[src/logic/thw_pkg.sv]
// package: register map, field layout and carriers of the three-wire serial port
package thw_pkg;

  // register byte addresses
  localparam logic [7:0] ADDR_CTRL = 8'h00;
  localparam logic [7:0] ADDR_PORT = 8'h04;
  localparam logic [7:0] ADDR_DATA = 8'h08;
  localparam logic [7:0] ADDR_STAT = 8'h0c;

  // control register fields
  localparam int CTRL_CK_LO = 0;
  localparam int CTRL_CK_HI = 1;
  localparam int CTRL_SOE   = 2;
  localparam int CTRL_START = 3;

  // port register fields
  localparam int PORT_IN_DIR  = 0;
  localparam int PORT_OUT_DIR = 1;
  localparam int PORT_CLK_DIR = 2;
  localparam int PORT_IN_LAT  = 4;
  localparam int PORT_OUT_LAT = 5;
  localparam int PORT_CLK_LAT = 6;

  // status register fields
  localparam int STAT_CNT = 0;
  localparam int STAT_SI  = 4;
  localparam int STAT_SO  = 5;
  localparam int STAT_SCK = 6;

  // reset values and counts
  localparam logic [3:0] CTRL_RST      = 4'h0;
  localparam logic [5:0] PORT_RST      = 6'h00;
  localparam logic [3:0] BITS_PER_XFER = 4'h8;
  localparam int         SCK_HALF_DEF  = 8;

  // control bits steering the port
  typedef struct packed {
    logic start;
    logic soe;
    logic ck_hi;
    logic ck_lo;
  } thw_ctrl_s;

  // pin directions and output latches
  typedef struct packed {
    logic lat_clk;
    logic lat_out;
    logic lat_in;
    logic clk_pin_dir;
    logic out_pin_dir;
    logic in_pin_dir;
  } thw_port_s;

  // one pin's drive level and enable
  typedef struct packed {
    logic o;
    logic oe;
  } thw_pin_s;

endpackage

[src/logic/thw_sync.sv]
// two flip-flop synchroniser for pin levels
`timescale 1ns/100ps
module thw_sync #(
  parameter int W = 3
) (
  input  wire logic         clk,     // system clock
  input  wire logic         sys_rst, // async reset, active high
  input  wire logic [W-1:0] d,       // asynchronous levels
  output logic      [W-1:0] q        // synchronised levels
);

  logic [W-1:0] meta;

  generate
    if (W < 1)
    begin : g_chk
      $error("thw_sync: width must be at least one");
    end
  endgenerate

  // first stage feeds only the second
  always_ff @(posedge clk or posedge sys_rst)
  begin
    if (sys_rst)
    begin
      meta <= '0;
      q    <= '0;
    end
    else
    begin
      meta <= d;
      q    <= meta;
    end
  end

endmodule

[src/logic/thw_clkdiv.sv]
// internal shift clock divider for master operation
`timescale 1ns/100ps
module thw_clkdiv #(
  parameter int HALF = thw_pkg::SCK_HALF_DEF
) (
  input  wire logic clk,     // system clock
  input  wire logic sys_rst, // async reset, active high
  input  wire logic run,     // toggle while high, idle high otherwise
  input  wire logic hold,    // park high once reached
  output logic      level    // internal shift clock level
);

  localparam int CW = (HALF > 1) ? $clog2(HALF) : 1;

  logic [CW-1:0] cnt;

  // edge detection on the read-back pin lags by about four cycles
  generate
    if (HALF < 4)
    begin : g_chk
      $error("thw_clkdiv: half period must be at least four cycles");
    end
  endgenerate

  // half-period counter and clock level
  always_ff @(posedge clk or posedge sys_rst)
  begin
    if (sys_rst)
    begin
      cnt   <= '0;
      level <= 1'b1;
    end
    else if (!run)
    begin
      cnt   <= '0;
      level <= 1'b1;
    end
    else if (hold && level)
    begin
      cnt <= '0;
    end
    else if (cnt == CW'(HALF - 1))
    begin
      cnt   <= '0;
      level <= ~level;
    end
    else
    begin
      cnt <= cnt + 1'b1;
    end
  end

endmodule

[src/logic/thw_serial_port.sv]
// three-wire eight-bit serial port with APB registers and pin control
// Function
// - both clock-select bits zero means slave, any other setting means master
// - in wait the clock pin is a plain port per its direction bit
// - slave with wait released floats the clock pin for the external clock
// - master with wait released drives the internal clock regardless of direction
// - released, output enabled, direction one: drive serial data; direction zero floats
// - output enable zero: output pin is a plain port per its direction
// - bit counter increments on each falling edge of the clock pin
// - with output enabled, shift out MSB first at each falling edge
// - capture the input pin into the LSB at each rising edge
// - input direction one drives the latch there, and that value shifts in
// - rising edge with counter at eight clears start flag, back to wait
// - power-on, chip-enable reset and clock stop float all serial pins
// - shifter contents are undefined after power-on reset
// - clock stop and chip-enable reset keep the shifter contents
// - during halt every serial pin keeps its configuration
// - master stops emitting its internal clock once halted
// - shift logic keeps working in halt when an external clock arrives
// - writing zero to start flag forces wait and clears the counter
// - shifter does not shift while in wait
// - after eight clocks master parks clock high, counter and shifter stop
//
// The implementer's own choices: the APB register port and the register offsets.
`timescale 1ns/100ps
module thw_serial_port #(
  parameter int SCK_HALF = thw_pkg::SCK_HALF_DEF
) (
  input  wire logic        clk,       // system clock, 25 MHz
  input  wire logic        sys_rst,   // async reset, active high
  input  wire logic        psel,      // apb select
  input  wire logic        penable,   // apb access phase
  input  wire logic        pwrite,    // apb write
  input  wire logic [7:0]  paddr,     // apb byte address
  input  wire logic [31:0] pwdata,    // apb write data
  output logic      [31:0] prdata,    // apb read data
  output logic             pready,    // apb ready
  output logic             pslverr,   // apb error, unmapped address
  input  wire logic        cpu_halt,  // processor in halt
  input  wire logic        clk_stop,  // clock stop instruction pulse
  input  wire logic        ce_reset,  // chip-enable reset pulse
  input  wire logic        sck_i,     // clock pin level
  output logic             sck_o,     // clock pin drive
  output logic             sck_oe,    // clock pin enable
  input  wire logic        so_i,      // serial out pin level
  output logic             so_o,      // serial out pin drive
  output logic             so_oe,     // serial out pin enable
  input  wire logic        si_i,      // serial in pin level
  output logic             si_o,      // serial in pin drive
  output logic             si_oe      // serial in pin enable
);

  thw_pkg::thw_ctrl_s ctrl;
  thw_pkg::thw_port_s port;
  thw_pkg::thw_pin_s  next_sck;
  thw_pkg::thw_pin_s  next_so;
  thw_pkg::thw_pin_s  next_si;
  logic [2:0]         pin_q;
  logic               sck_q;
  logic [3:0]         bit_cnt;
  logic [7:0]         presettable_shifter;
  logic               so_bit;
  logic               int_sck;
  logic [31:0]        next_prdata;
  logic               addr_hit;
  logic               master;
  logic               stop_evt;
  logic               sck_rise;
  logic               sck_fall;
  logic               rise_ok;
  logic               fall_ok;
  logic               end_xfer;
  logic               at_last;
  logic               in_bit;
  logic               acc;
  logic               wr_ctrl;
  logic               wr_port;
  logic               wr_data;

  ////////////////////////////////////////////////////////////////////////////
  // pin sampling and shift clock edges

  // pin levels pass two flops, order sck, so, si
  thw_sync #(
    .W (3)
  ) u_sync (
    .clk     (clk),
    .sys_rst (sys_rst),
    .d       ({sck_i, so_i, si_i}),
    .q       (pin_q)
  );

  // previous synchronised clock level
  always_ff @(posedge clk or posedge sys_rst)
  begin
    if (sys_rst)
      sck_q <= 1'b0;
    else
      sck_q <= pin_q[2];
  end

  // edges of the clock pin, read back in master too
  assign sck_rise = pin_q[2] & ~sck_q;
  assign sck_fall = ~pin_q[2] & sck_q;
  assign at_last  = (bit_cnt == thw_pkg::BITS_PER_XFER);
  // a rise before the first fall is the pin leaving its idle level
  assign rise_ok  = ctrl.start & sck_rise & (bit_cnt != 4'h0);
  assign fall_ok  = ctrl.start & sck_fall & ~at_last;
  assign end_xfer = rise_ok & at_last;
  assign master   = ctrl.ck_hi | ctrl.ck_lo;
  assign stop_evt = clk_stop | ce_reset;
  // driven input pin shifts in its own latch
  assign in_bit   = port.in_pin_dir ? port.lat_in : pin_q[0];

  ////////////////////////////////////////////////////////////////////////////
  // apb decode

  // write strobes in the access phase
  assign acc     = psel & penable;
  assign wr_ctrl = acc & pwrite & (paddr == thw_pkg::ADDR_CTRL);
  assign wr_port = acc & pwrite & (paddr == thw_pkg::ADDR_PORT);
  assign wr_data = acc & pwrite & (paddr == thw_pkg::ADDR_DATA);
  assign addr_hit = (paddr == thw_pkg::ADDR_CTRL) | (paddr == thw_pkg::ADDR_PORT) |
                    (paddr == thw_pkg::ADDR_DATA) | (paddr == thw_pkg::ADDR_STAT);

  // read data chosen in the setup phase
  always_comb
  begin
    next_prdata = 32'h0000_0000;
    case (paddr)
      thw_pkg::ADDR_CTRL:
        next_prdata[3:0] = ctrl;
      thw_pkg::ADDR_PORT:
      begin
        next_prdata[thw_pkg::PORT_IN_DIR]  = port.in_pin_dir;
        next_prdata[thw_pkg::PORT_OUT_DIR] = port.out_pin_dir;
        next_prdata[thw_pkg::PORT_CLK_DIR] = port.clk_pin_dir;
        next_prdata[thw_pkg::PORT_IN_LAT]  = port.lat_in;
        next_prdata[thw_pkg::PORT_OUT_LAT] = port.lat_out;
        next_prdata[thw_pkg::PORT_CLK_LAT] = port.lat_clk;
      end
      thw_pkg::ADDR_DATA:
        next_prdata[7:0] = presettable_shifter;
      thw_pkg::ADDR_STAT:
      begin
        next_prdata[thw_pkg::STAT_CNT +: 4] = bit_cnt;
        next_prdata[thw_pkg::STAT_SI]       = pin_q[0];
        next_prdata[thw_pkg::STAT_SO]       = pin_q[1];
        next_prdata[thw_pkg::STAT_SCK]      = pin_q[2];
      end
      default:
        next_prdata = 32'h0000_0000;
    endcase
  end

  // zero-wait answer: ready, data and error stand in the access phase
  always_ff @(posedge clk or posedge sys_rst)
  begin
    if (sys_rst)
    begin
      pready  <= 1'b0;
      pslverr <= 1'b0;
      prdata  <= 32'h0000_0000;
    end
    else
    begin
      pready  <= psel & ~penable;
      pslverr <= psel & ~penable & ~addr_hit;
      prdata  <= (psel & ~penable & ~pwrite) ? next_prdata : 32'h0000_0000;
    end
  end

  ////////////////////////////////////////////////////////////////////////////
  // control, port and counter state

  // control bits; a software write wins over the end-of-transfer clear
  always_ff @(posedge clk or posedge sys_rst)
  begin
    if (sys_rst)
      ctrl <= thw_pkg::CTRL_RST;
    else if (stop_evt)
      ctrl <= thw_pkg::CTRL_RST;
    else if (wr_ctrl)
    begin
      ctrl.ck_lo <= pwdata[thw_pkg::CTRL_CK_LO];
      ctrl.ck_hi <= pwdata[thw_pkg::CTRL_CK_HI];
      ctrl.soe   <= pwdata[thw_pkg::CTRL_SOE];
      ctrl.start <= pwdata[thw_pkg::CTRL_START];
    end
    else if (end_xfer)
      ctrl.start <= 1'b0;
  end

  // pin directions and latches, all inputs after stop or ce reset
  always_ff @(posedge clk or posedge sys_rst)
  begin
    if (sys_rst)
      port <= thw_pkg::PORT_RST;
    else if (stop_evt)
      port <= thw_pkg::PORT_RST;
    else if (wr_port)
    begin
      port.in_pin_dir  <= pwdata[thw_pkg::PORT_IN_DIR];
      port.out_pin_dir <= pwdata[thw_pkg::PORT_OUT_DIR];
      port.clk_pin_dir <= pwdata[thw_pkg::PORT_CLK_DIR];
      port.lat_in      <= pwdata[thw_pkg::PORT_IN_LAT];
      port.lat_out     <= pwdata[thw_pkg::PORT_OUT_LAT];
      port.lat_clk     <= pwdata[thw_pkg::PORT_CLK_LAT];
    end
  end

  // bit counter
  always_ff @(posedge clk or posedge sys_rst)
  begin
    if (sys_rst)
      bit_cnt <= 4'h0;
    else if (stop_evt)
      bit_cnt <= 4'h0;
    else if (wr_ctrl && !pwdata[thw_pkg::CTRL_START])
      bit_cnt <= 4'h0;
    else if (end_xfer)
      bit_cnt <= 4'h0;
    else if (fall_ok)
      bit_cnt <= bit_cnt + 4'h1;
  end

  ////////////////////////////////////////////////////////////////////////////
  // shifter and serial output bit

  // shifter has no reset and ignores stop and ce reset
  always_ff @(posedge clk)
  begin
    if (wr_data)
      presettable_shifter <= pwdata[7:0];
    else if (rise_ok)
      presettable_shifter <= {presettable_shifter[6:0], in_bit};
  end

  // msb presented at each fall, or at once on a write while clock is low
  always_ff @(posedge clk or posedge sys_rst)
  begin
    if (sys_rst)
      so_bit <= 1'b0;
    else if (wr_data && ctrl.start && !pin_q[2])
      so_bit <= pwdata[7];
    else if (fall_ok)
      so_bit <= presettable_shifter[7];
  end

  // internal clock, stopped by halt and parked high after eight
  thw_clkdiv #(
    .HALF (SCK_HALF)
  ) u_div (
    .clk     (clk),
    .sys_rst (sys_rst),
    .run     (ctrl.start & master & ~cpu_halt),
    .hold    (at_last),
    .level   (int_sck)
  );

  ////////////////////////////////////////////////////////////////////////////
  // pin drive

  // pin modes; halt changes nothing here so pins keep their setup
  always_comb
  begin
    next_sck = '{o: port.lat_clk, oe: port.clk_pin_dir};
    if (ctrl.start && master)
      next_sck = '{o: int_sck, oe: 1'b1};
    else if (ctrl.start)
      next_sck = '{o: 1'b0, oe: 1'b0};
    next_so = '{o: port.lat_out, oe: port.out_pin_dir};
    if (ctrl.soe)
      next_so.o = so_bit;
    next_si = '{o: port.lat_in, oe: port.in_pin_dir};
    if (stop_evt)
    begin
      next_sck.oe = 1'b0;
      next_so.oe  = 1'b0;
      next_si.oe  = 1'b0;
    end
  end

  // registered pin outputs, floating from reset
  always_ff @(posedge clk or posedge sys_rst)
  begin
    if (sys_rst)
    begin
      sck_o  <= 1'b0;
      sck_oe <= 1'b0;
      so_o   <= 1'b0;
      so_oe  <= 1'b0;
      si_o   <= 1'b0;
      si_oe  <= 1'b0;
    end
    else
    begin
      sck_o  <= next_sck.o;
      sck_oe <= next_sck.oe;
      so_o   <= next_so.o;
      so_oe  <= next_so.oe;
      si_o   <= next_si.o;
      si_oe  <= next_si.oe;
    end
  end
endmodule

[config.mk]
export PLATFORM = sky130hd
export DESIGN_NAME = thw_serial_port
export DESIGN_NICKNAME = d
export VERILOG_FILES = /design/src/logic/thw_pkg.sv /design/src/logic/thw_sync.sv /design/src/logic/thw_clkdiv.sv /design/src/logic/thw_serial_port.sv
export SDC_FILE = /design/constraint.sdc
export NUM_CORES = 1
export LEC_CHECK = 0
export BUFFER_PORTS_ARGS = -buffer_cell sky130_fd_sc_hd__buf_2
export CAP_MARGIN = 20
export CELL_PAD_IN_SITES_DETAIL_PLACEMENT = 2
export CELL_PAD_IN_SITES_GLOBAL_PLACEMENT = 2
export CORE_MARGIN = 2
export CORE_UTILIZATION = 30
export DETAILED_ROUTE_END_ITERATION = 10
export GPL_TIMING_DRIVEN = 0
export PLACE_DENSITY_LB_ADDON = 0.1
export SLEW_MARGIN = 10
export SYNTH_ARGS = -nofsm -noshare
export SYNTH_HDL_FRONTEND = slang
export SYNTH_HIERARCHICAL = 1
export SYNTH_SLANG_ARGS = --single-unit
[constraint.sdc]
create_clock -name clk -period 2.1 [get_ports clk]
set_input_delay 0.21 -clock clk [delete_from_list [all_inputs] [get_ports clk]]
set_output_delay 0.21 -clock clk [all_outputs]
set_load 0.005 [all_outputs]
# Word level (Yosys, flattened, before mapping)
# Cells that the tools add are included.
# W data, S select, Z words.
[totals]
register_bits = 50
inputBits = 51
elab_cells = 114
out_inout_bits = 40
[classes]
eq_ne = 7
addsub = 2
bitwise_logic = 30
muxes = 32
n_reduce_logical = 16
[op_table]
columns = ["op", "n"]
rows = [
  ["$mux W8", 3],
  ["$mux W4", 5],
  ["$and A1 B1 Y1", 17],
  ["$eq A8 B4 Y1 const B", 2],
  ["$mux W1", 13],
  ["$mux W3", 4],
  ["$mux W6", 2],
  ["$pmux W3 S4", 1],
  ["$pmux W3 S3", 1],
  ["$eq A8 B3 Y1 const B", 1],
  ["$logic_not A8 Y1", 1],
  ["$not A1 Y1", 8],
  ["$reduce_bool A2 Y1", 4],
  ["$reduce_bool A4 Y1", 2],
  ["$logic_and A1 B1 Y1", 5],
  ["$or A1 B1 Y1", 5],
  ["$add A4 B1 Y4 const B", 1],
  ["$eq A4 B4 Y1 const B", 1],
  ["$mux W2", 2],
  ["$ne A2 B2 Y1 const B", 2],
  ["$add A3 B1 Y3 const B", 1],
  ["$eq A3 B3 Y1 const B", 1],
  ["$pmux W1 S3", 1],
  ["$reduce_bool A3 Y1", 1],
  ["2 further kinds", 3],
]

# Longest topological paths before layout
[depth]
ltp_word = 8
ltp_mapped = 7
mapped_depth_nobuf = 7

# By module
# The synthesis kept the hierarchy.
[by_module_without_submodules]
columns = ["module", "cells_each", "area_per_inst_um2", "instances", "seq_area_each_um2"]
rows = [
  ["thw_serial_port", 203, 2119.5, 1, 1041.0],
  ["thw_clkdiv", 14, 183.9, 1, 101.3],
  ["thw_sync", 7, 153.9, 1, 150.1],
]

# Worst setup path after synthesis
# No wires, ideal clock.
[synth_path]
path_type = "register -> register"
from = "register bit_cnt[0]"
to = "register so_bit"
required_ps = 1975
stages_incl_launch_ff = 7
setup_ps = 125
path_buffers = 0
path_slack_ps = 429
t_arrival_ps = 1546
synth_period_minus_slack_ps = 1671
path_cell_list = "dfrtp_1 -> inv_1 -> ha_1 -> nand3b_1 -> and3_1 -> mux2_2 -> mux2_2"
[synth_via]
elab_chain_cells = 4
[synth_rtl]
columns = ["item", "line_no", "text"]
rows = [
  ["start, declared", "thw_serial_port.sv:60", "logic [3:0] bit_cnt;"],
  ["start signal, assigned", "thw_serial_port.sv:224", "bit_cnt <= bit_cnt + 4'h1;"],
  ["$eq A4 B4 Y1", "thw_serial_port.sv:105", "assign at_last = (bit_cnt == thw_pkg::BITS_PER_XFER);"],
  ["$not A1 Y1", "thw_serial_port.sv:108", "assign fall_ok = ctrl.start & sck_fall & ~at_last;"],
  ["$and A1 B1 Y1", "thw_serial_port.sv:108", ""],
  ["$reduce_bool A2 Y1 (no source line)", "n/a", ""],
  ["end signal, assigned", "thw_serial_port.sv:245", "so_bit <= pwdata[7];"],
  ["end signal, assigned", "thw_serial_port.sv:247", "so_bit <= presettable_shifter[7];"],
  ["end, declared", "thw_serial_port.sv:62", "logic so_bit;"],
]
# Every way passes these cells.
# A chain may end at the register's enable or synchronous reset.

# Worst setup path after layout
[layout_path]
from = "register bit_cnt[1]"
to = "register so_bit"
# The elaborated chain is that of the path after synthesis.

==> metrics.md <==
| Metric | Value |
|---|---|
| Pins over their slew limit | 0 |
| Yosys cell types | 47 |
| Port Buffers | 42 |
| Flops & latches, synth | 50 |
| R2r endpoint | so_bit |
| Reg-to-reg slack, setup | 0.20 ns |
| Final min period | 1.90 ns |
| Worst vdd ir | 237 uV |
| H-tree Lvls | 2 |
| Post-CTS Hold Fix Bufs | 4 |
| Share of layout cells above drive strength 1 | 0.332 |
| Slowest stage delay, CP | 0.50 ns |
| Hold crit path type | in -> reg |
| Leakage | 1.50 nW |
| Multi-input gate area | 995 um^2 |
| Place WS | 0.169 ns |
| Max Freq | 527 MHz |
| Area grow syn2layout | 22.7% |
| Post-synthesis cell area | 0.00246 mm^2 |
| Crit-path cells | inv_1, ha_1, nand3b_1, and3_1, mux2_2, mux2_2 |
| Post-DP HPWL | 4820 um |
| Clock Latency Late Sink | 0.31 ns |
| Final count of negative-setup-slack endpoints | 0 |
| Filler Cell Count | 930 |
| Async set or reset register ratio after synthesis | 0.840 |
| Routed len/inst | 15.6 um |
| DRT Pass-1 Iters | 4 |
| Total CTS buffers | 5 |
| Clock-pin transition on the worst setup and hold timing paths | 0.10 ns |
| First-pass GRT wire length | 10300 um |
| Psw | 0.000438 W |
| Slew HR | 0.528 |
| Die X | 94.5 um |
| # DRC | 0 |
| CP Depth | 6 |
| Multiplexer share of the synthesized area | 0.0967 |
| Most used cell, CP | mux2_2 |
| Die Span Y | 94.5 um |
| Vias in the first global route | 1927 |
| CP Capture Type | flop |
| Vias | 1878 |
| Synth Area in XOR/XNOR | 0.0107 |
| Vias per cell | 4.63 |
| Syn avg cell area | 11.0 um^2 |
| Worst EP arrival | 2.09 ns |
| Post-synth EDFFs | 8 |
| Setup_tns | 0 ns |
| # diodes | 0 |
| Largest net degree at the start of global routing | 33 |
| TritonCTS clock tree | built |
| Top FF cell, synth | dfrtp_1 |
| Global route overflow | 0 |
| Synth Area in Compound Gates | 0.0743 |
| Longest Clk Path Bufs | 2 |
| Final hold violation count | 0 |
| Main combinational cell family by area after synthesis | simple AND/OR/NAND/NOR gates |
| Cell-internal power | 0.00129 W |
| Synth Area in Adders | 0.0204 |
| Origin of the worst setup path | bit_cnt[1] |
| FF+latch area | 0.00129 mm^2 |
| Number of I/O pins | 91 |
| Nets | 355 |
| Unrepaired setup endpoints after global routing | false |
| Tot GR Track Use | 0.153 |
| Initial Util | 0.304 |
| CP bufs+invs | 1 |
| Post-DRT Antenna Nets | 0 |
| Fraction of power spent switching nets | 0.253 |
| Worst Reg2Reg Path Length in Cells | 6 |
| Reg power frac | 0.575 |
| Initial antenna violation count | 0 |
| Slew @ Worst Pin | 0.707 ns |
| CP top delay family | multiplexers |
| # resized after CTS | 0 |
| R2R Path Start | bit_cnt[1] |
| Core Footprint | 0.00809 mm^2 |
| Final core utilization | 0.372 |
| Yosys warnings | 6 |
| Worst Path Max Fanout | 7 |
| CTS sink cnt | 50 |
| Pwr dens | 575 mW/mm^2 |
| Fin worst setup slack | 0.201 ns |
| Status | completed |
| CP Data Required Time | 2.29 ns |
| Combinational fraction of design power | 0.088 |
| Clock Skew | 0.0121 ns |
| Clock power frac | 0.337 |
| CP Class | reg -> reg |
| Critical Path End | so_bit |
| GPL Wtd Cong | 0.721 |
| Final worst path period share | 0.904 |
| Max-cap violations | 0 |
| Worst path slowest cell | dfrtp_1 |
| Clock tree root driver cell | clkbuf_8 |
| Die area | 0.00893 mm^2 |
| Initial DRC Count | 48 |
| Synth Area in Simple Gates | 0.166 |
| Number of setup buffers added after CTS | 0 |
| Worst hold margin | 0.127 ns |
| Sequential area share after synthesis | 0.526 |
| WL final | 6330 um |
| Syn Inst Count | 224 |
| FP Rows | 33 |
| Worst Setup Start Kind | flop |
## cell families after synthesis
| logic type | after synthesis |
|---|---|
| AOI/OAI and AO/OA | 28 |
| xor gates and xnor gates | 3 |
| adders and majority gates | 4 |
| buffers and inverters | 43 |
| DFF | 50 |
| muxes | 22 |
| other | 1 |
| and+or+nand+nor | 73 |
## final cells by class
class                   count  share of cell area
flip-flops and latches     50               0.429
clock buffers               5              0.0228
multi-input cells         154               0.330
clock inverters             3             0.00664
plain buffers              33              0.0726
inverters                  10              0.0125
well taps                 105              0.0436
repair buffers             46              0.0830
## routing by layer
metal / wire length, um / GRT usage / vias up / share of wire
met5: 0 / 0 / - / 0
met4: 46 / 0.0399 / 0 / 0.0073
met3: 303 / 0.0319 / 2 / 0.048
met2: 3130 / 0.262 / 52 / 0.49
met1: 2850 / 0.196 / 947 / 0.45
li1: - / - / 877 / -
## per-stage QoR
step,area [um^2],total power (W),cells
after floorplan,2540,0.00110,247
after global placement,2890,0.00116,394
after detailed placement,2890,0.00116,394
after CTS,3010,0.00176,406
after global routing,3010,0.00182,406
final,3010,0.00173,406
## placed cells by master (no fill, tap or decap), types with 2 or more instances in the layout
cell type / instances
inv_1: 9
and2_1: 3
edfxtp_1: 8
ha_1: 4
buf_4: 24
a21oi_1: 5
and3_1: 2
mux2i_1: 8
o21ai_0: 8
nand2_1: 10
nand3_1: 10
nor2_1: 22
a2111oi_0: 2
dlygate4sd3_1: 4
clkbuf_1: 4
a32oi_1: 2
nand2b_1: 2
xor2_1: 2
dfrtp_1: 41
a22oi_1: 4
nor2b_1: 3
and3b_1: 2
clkbuf_8: 5
conb_1: 24
buf_2: 46
nand4_1: 5
nor3b_1: 2
nor3_1: 2
mux2_2: 14
## state kept, by name (all words and copies together) (netlist names)
register,count
bit_cnt,4
u_sync/meta,3
sck_q,1
port,5
si_o,1
so_o,1
u_div/level,1
pready,1
prdata,8
u_div/cnt,3
so_oe,1
sck_o,1
so_bit,1
presettable_shifter,8
u_sync/q,3
si_oe,1
sck_oe,1
next_si,1
ctrl,4
pslverr,1
## Yosys cell counts, drive strengths merged (2+ instances only)
master,n,share of area
and4,2,0.0076
nand2b,2,0.0051
a21oi,5,0.010
a2111oi,2,0.0071
xor2,2,0.0071
o21ai,9,0.018
nor3,2,0.0041
nand4,6,0.018
ha,4,0.020
mux2,14,0.064
nor2,22,0.034
a32oi,2,0.0071
mux2i,8,0.033
nand2,11,0.018
and2,3,0.0076
clkbuf,4,0.0061
a22oi,4,0.012
a21boi,2,0.0076
and3b,2,0.0071
dfrtp,41,0.42
nor2b,3,0.0076
edfxtp,8,0.098
and3,2,0.0051
nor3b,3,0.011
inv,10,0.015
nand3,10,0.020
buf,29,0.083
## worst min-delay path by stage
| stage | slack (ns) | startpoint | cells after the start | to |
|---|---|---|---|---|
| 2_1_floorplan | -0.02 | sys_rst | 1 | u_div/cnt[0] |
| 3_3_place_gp | 0.13 | sys_rst | 2 | u_div/cnt[2] |
| 3_5_place_dp | 0.14 | sys_rst | 2 | u_div/cnt[0] |
| 4_1_cts | 0.12 | pwrite | 2 | prdata[1] |
| 5_1_grt | 0.13 | pwrite | 2 | prdata[1] |
| 6_report | 0.13 | pwrite | 2 | prdata[1] |
## power groups by stage
stage	clock network (W)	registers, W	logic, W
3_5_place_dp	0	0.00102	0.000148
5_1_grt	0.000652	0.000997	0.000172
4_1_cts	0.000609	0.000996	0.000154
6_report	0.000585	0.000995	0.000153
2_1_floorplan	0	0.00101	0.0000897
3_3_place_gp	0	0.00101	0.000146
## worst register-to-register path, cell delays in order (launching register included)
cell,delay [ns]
dfrtp_1,0.50
inv_1,0.07
ha_1,0.20
nand3b_1,0.18
and3_1,0.24
mux2_2,0.34
mux2_2,0.25
Power figures use the tool's default switching activity.
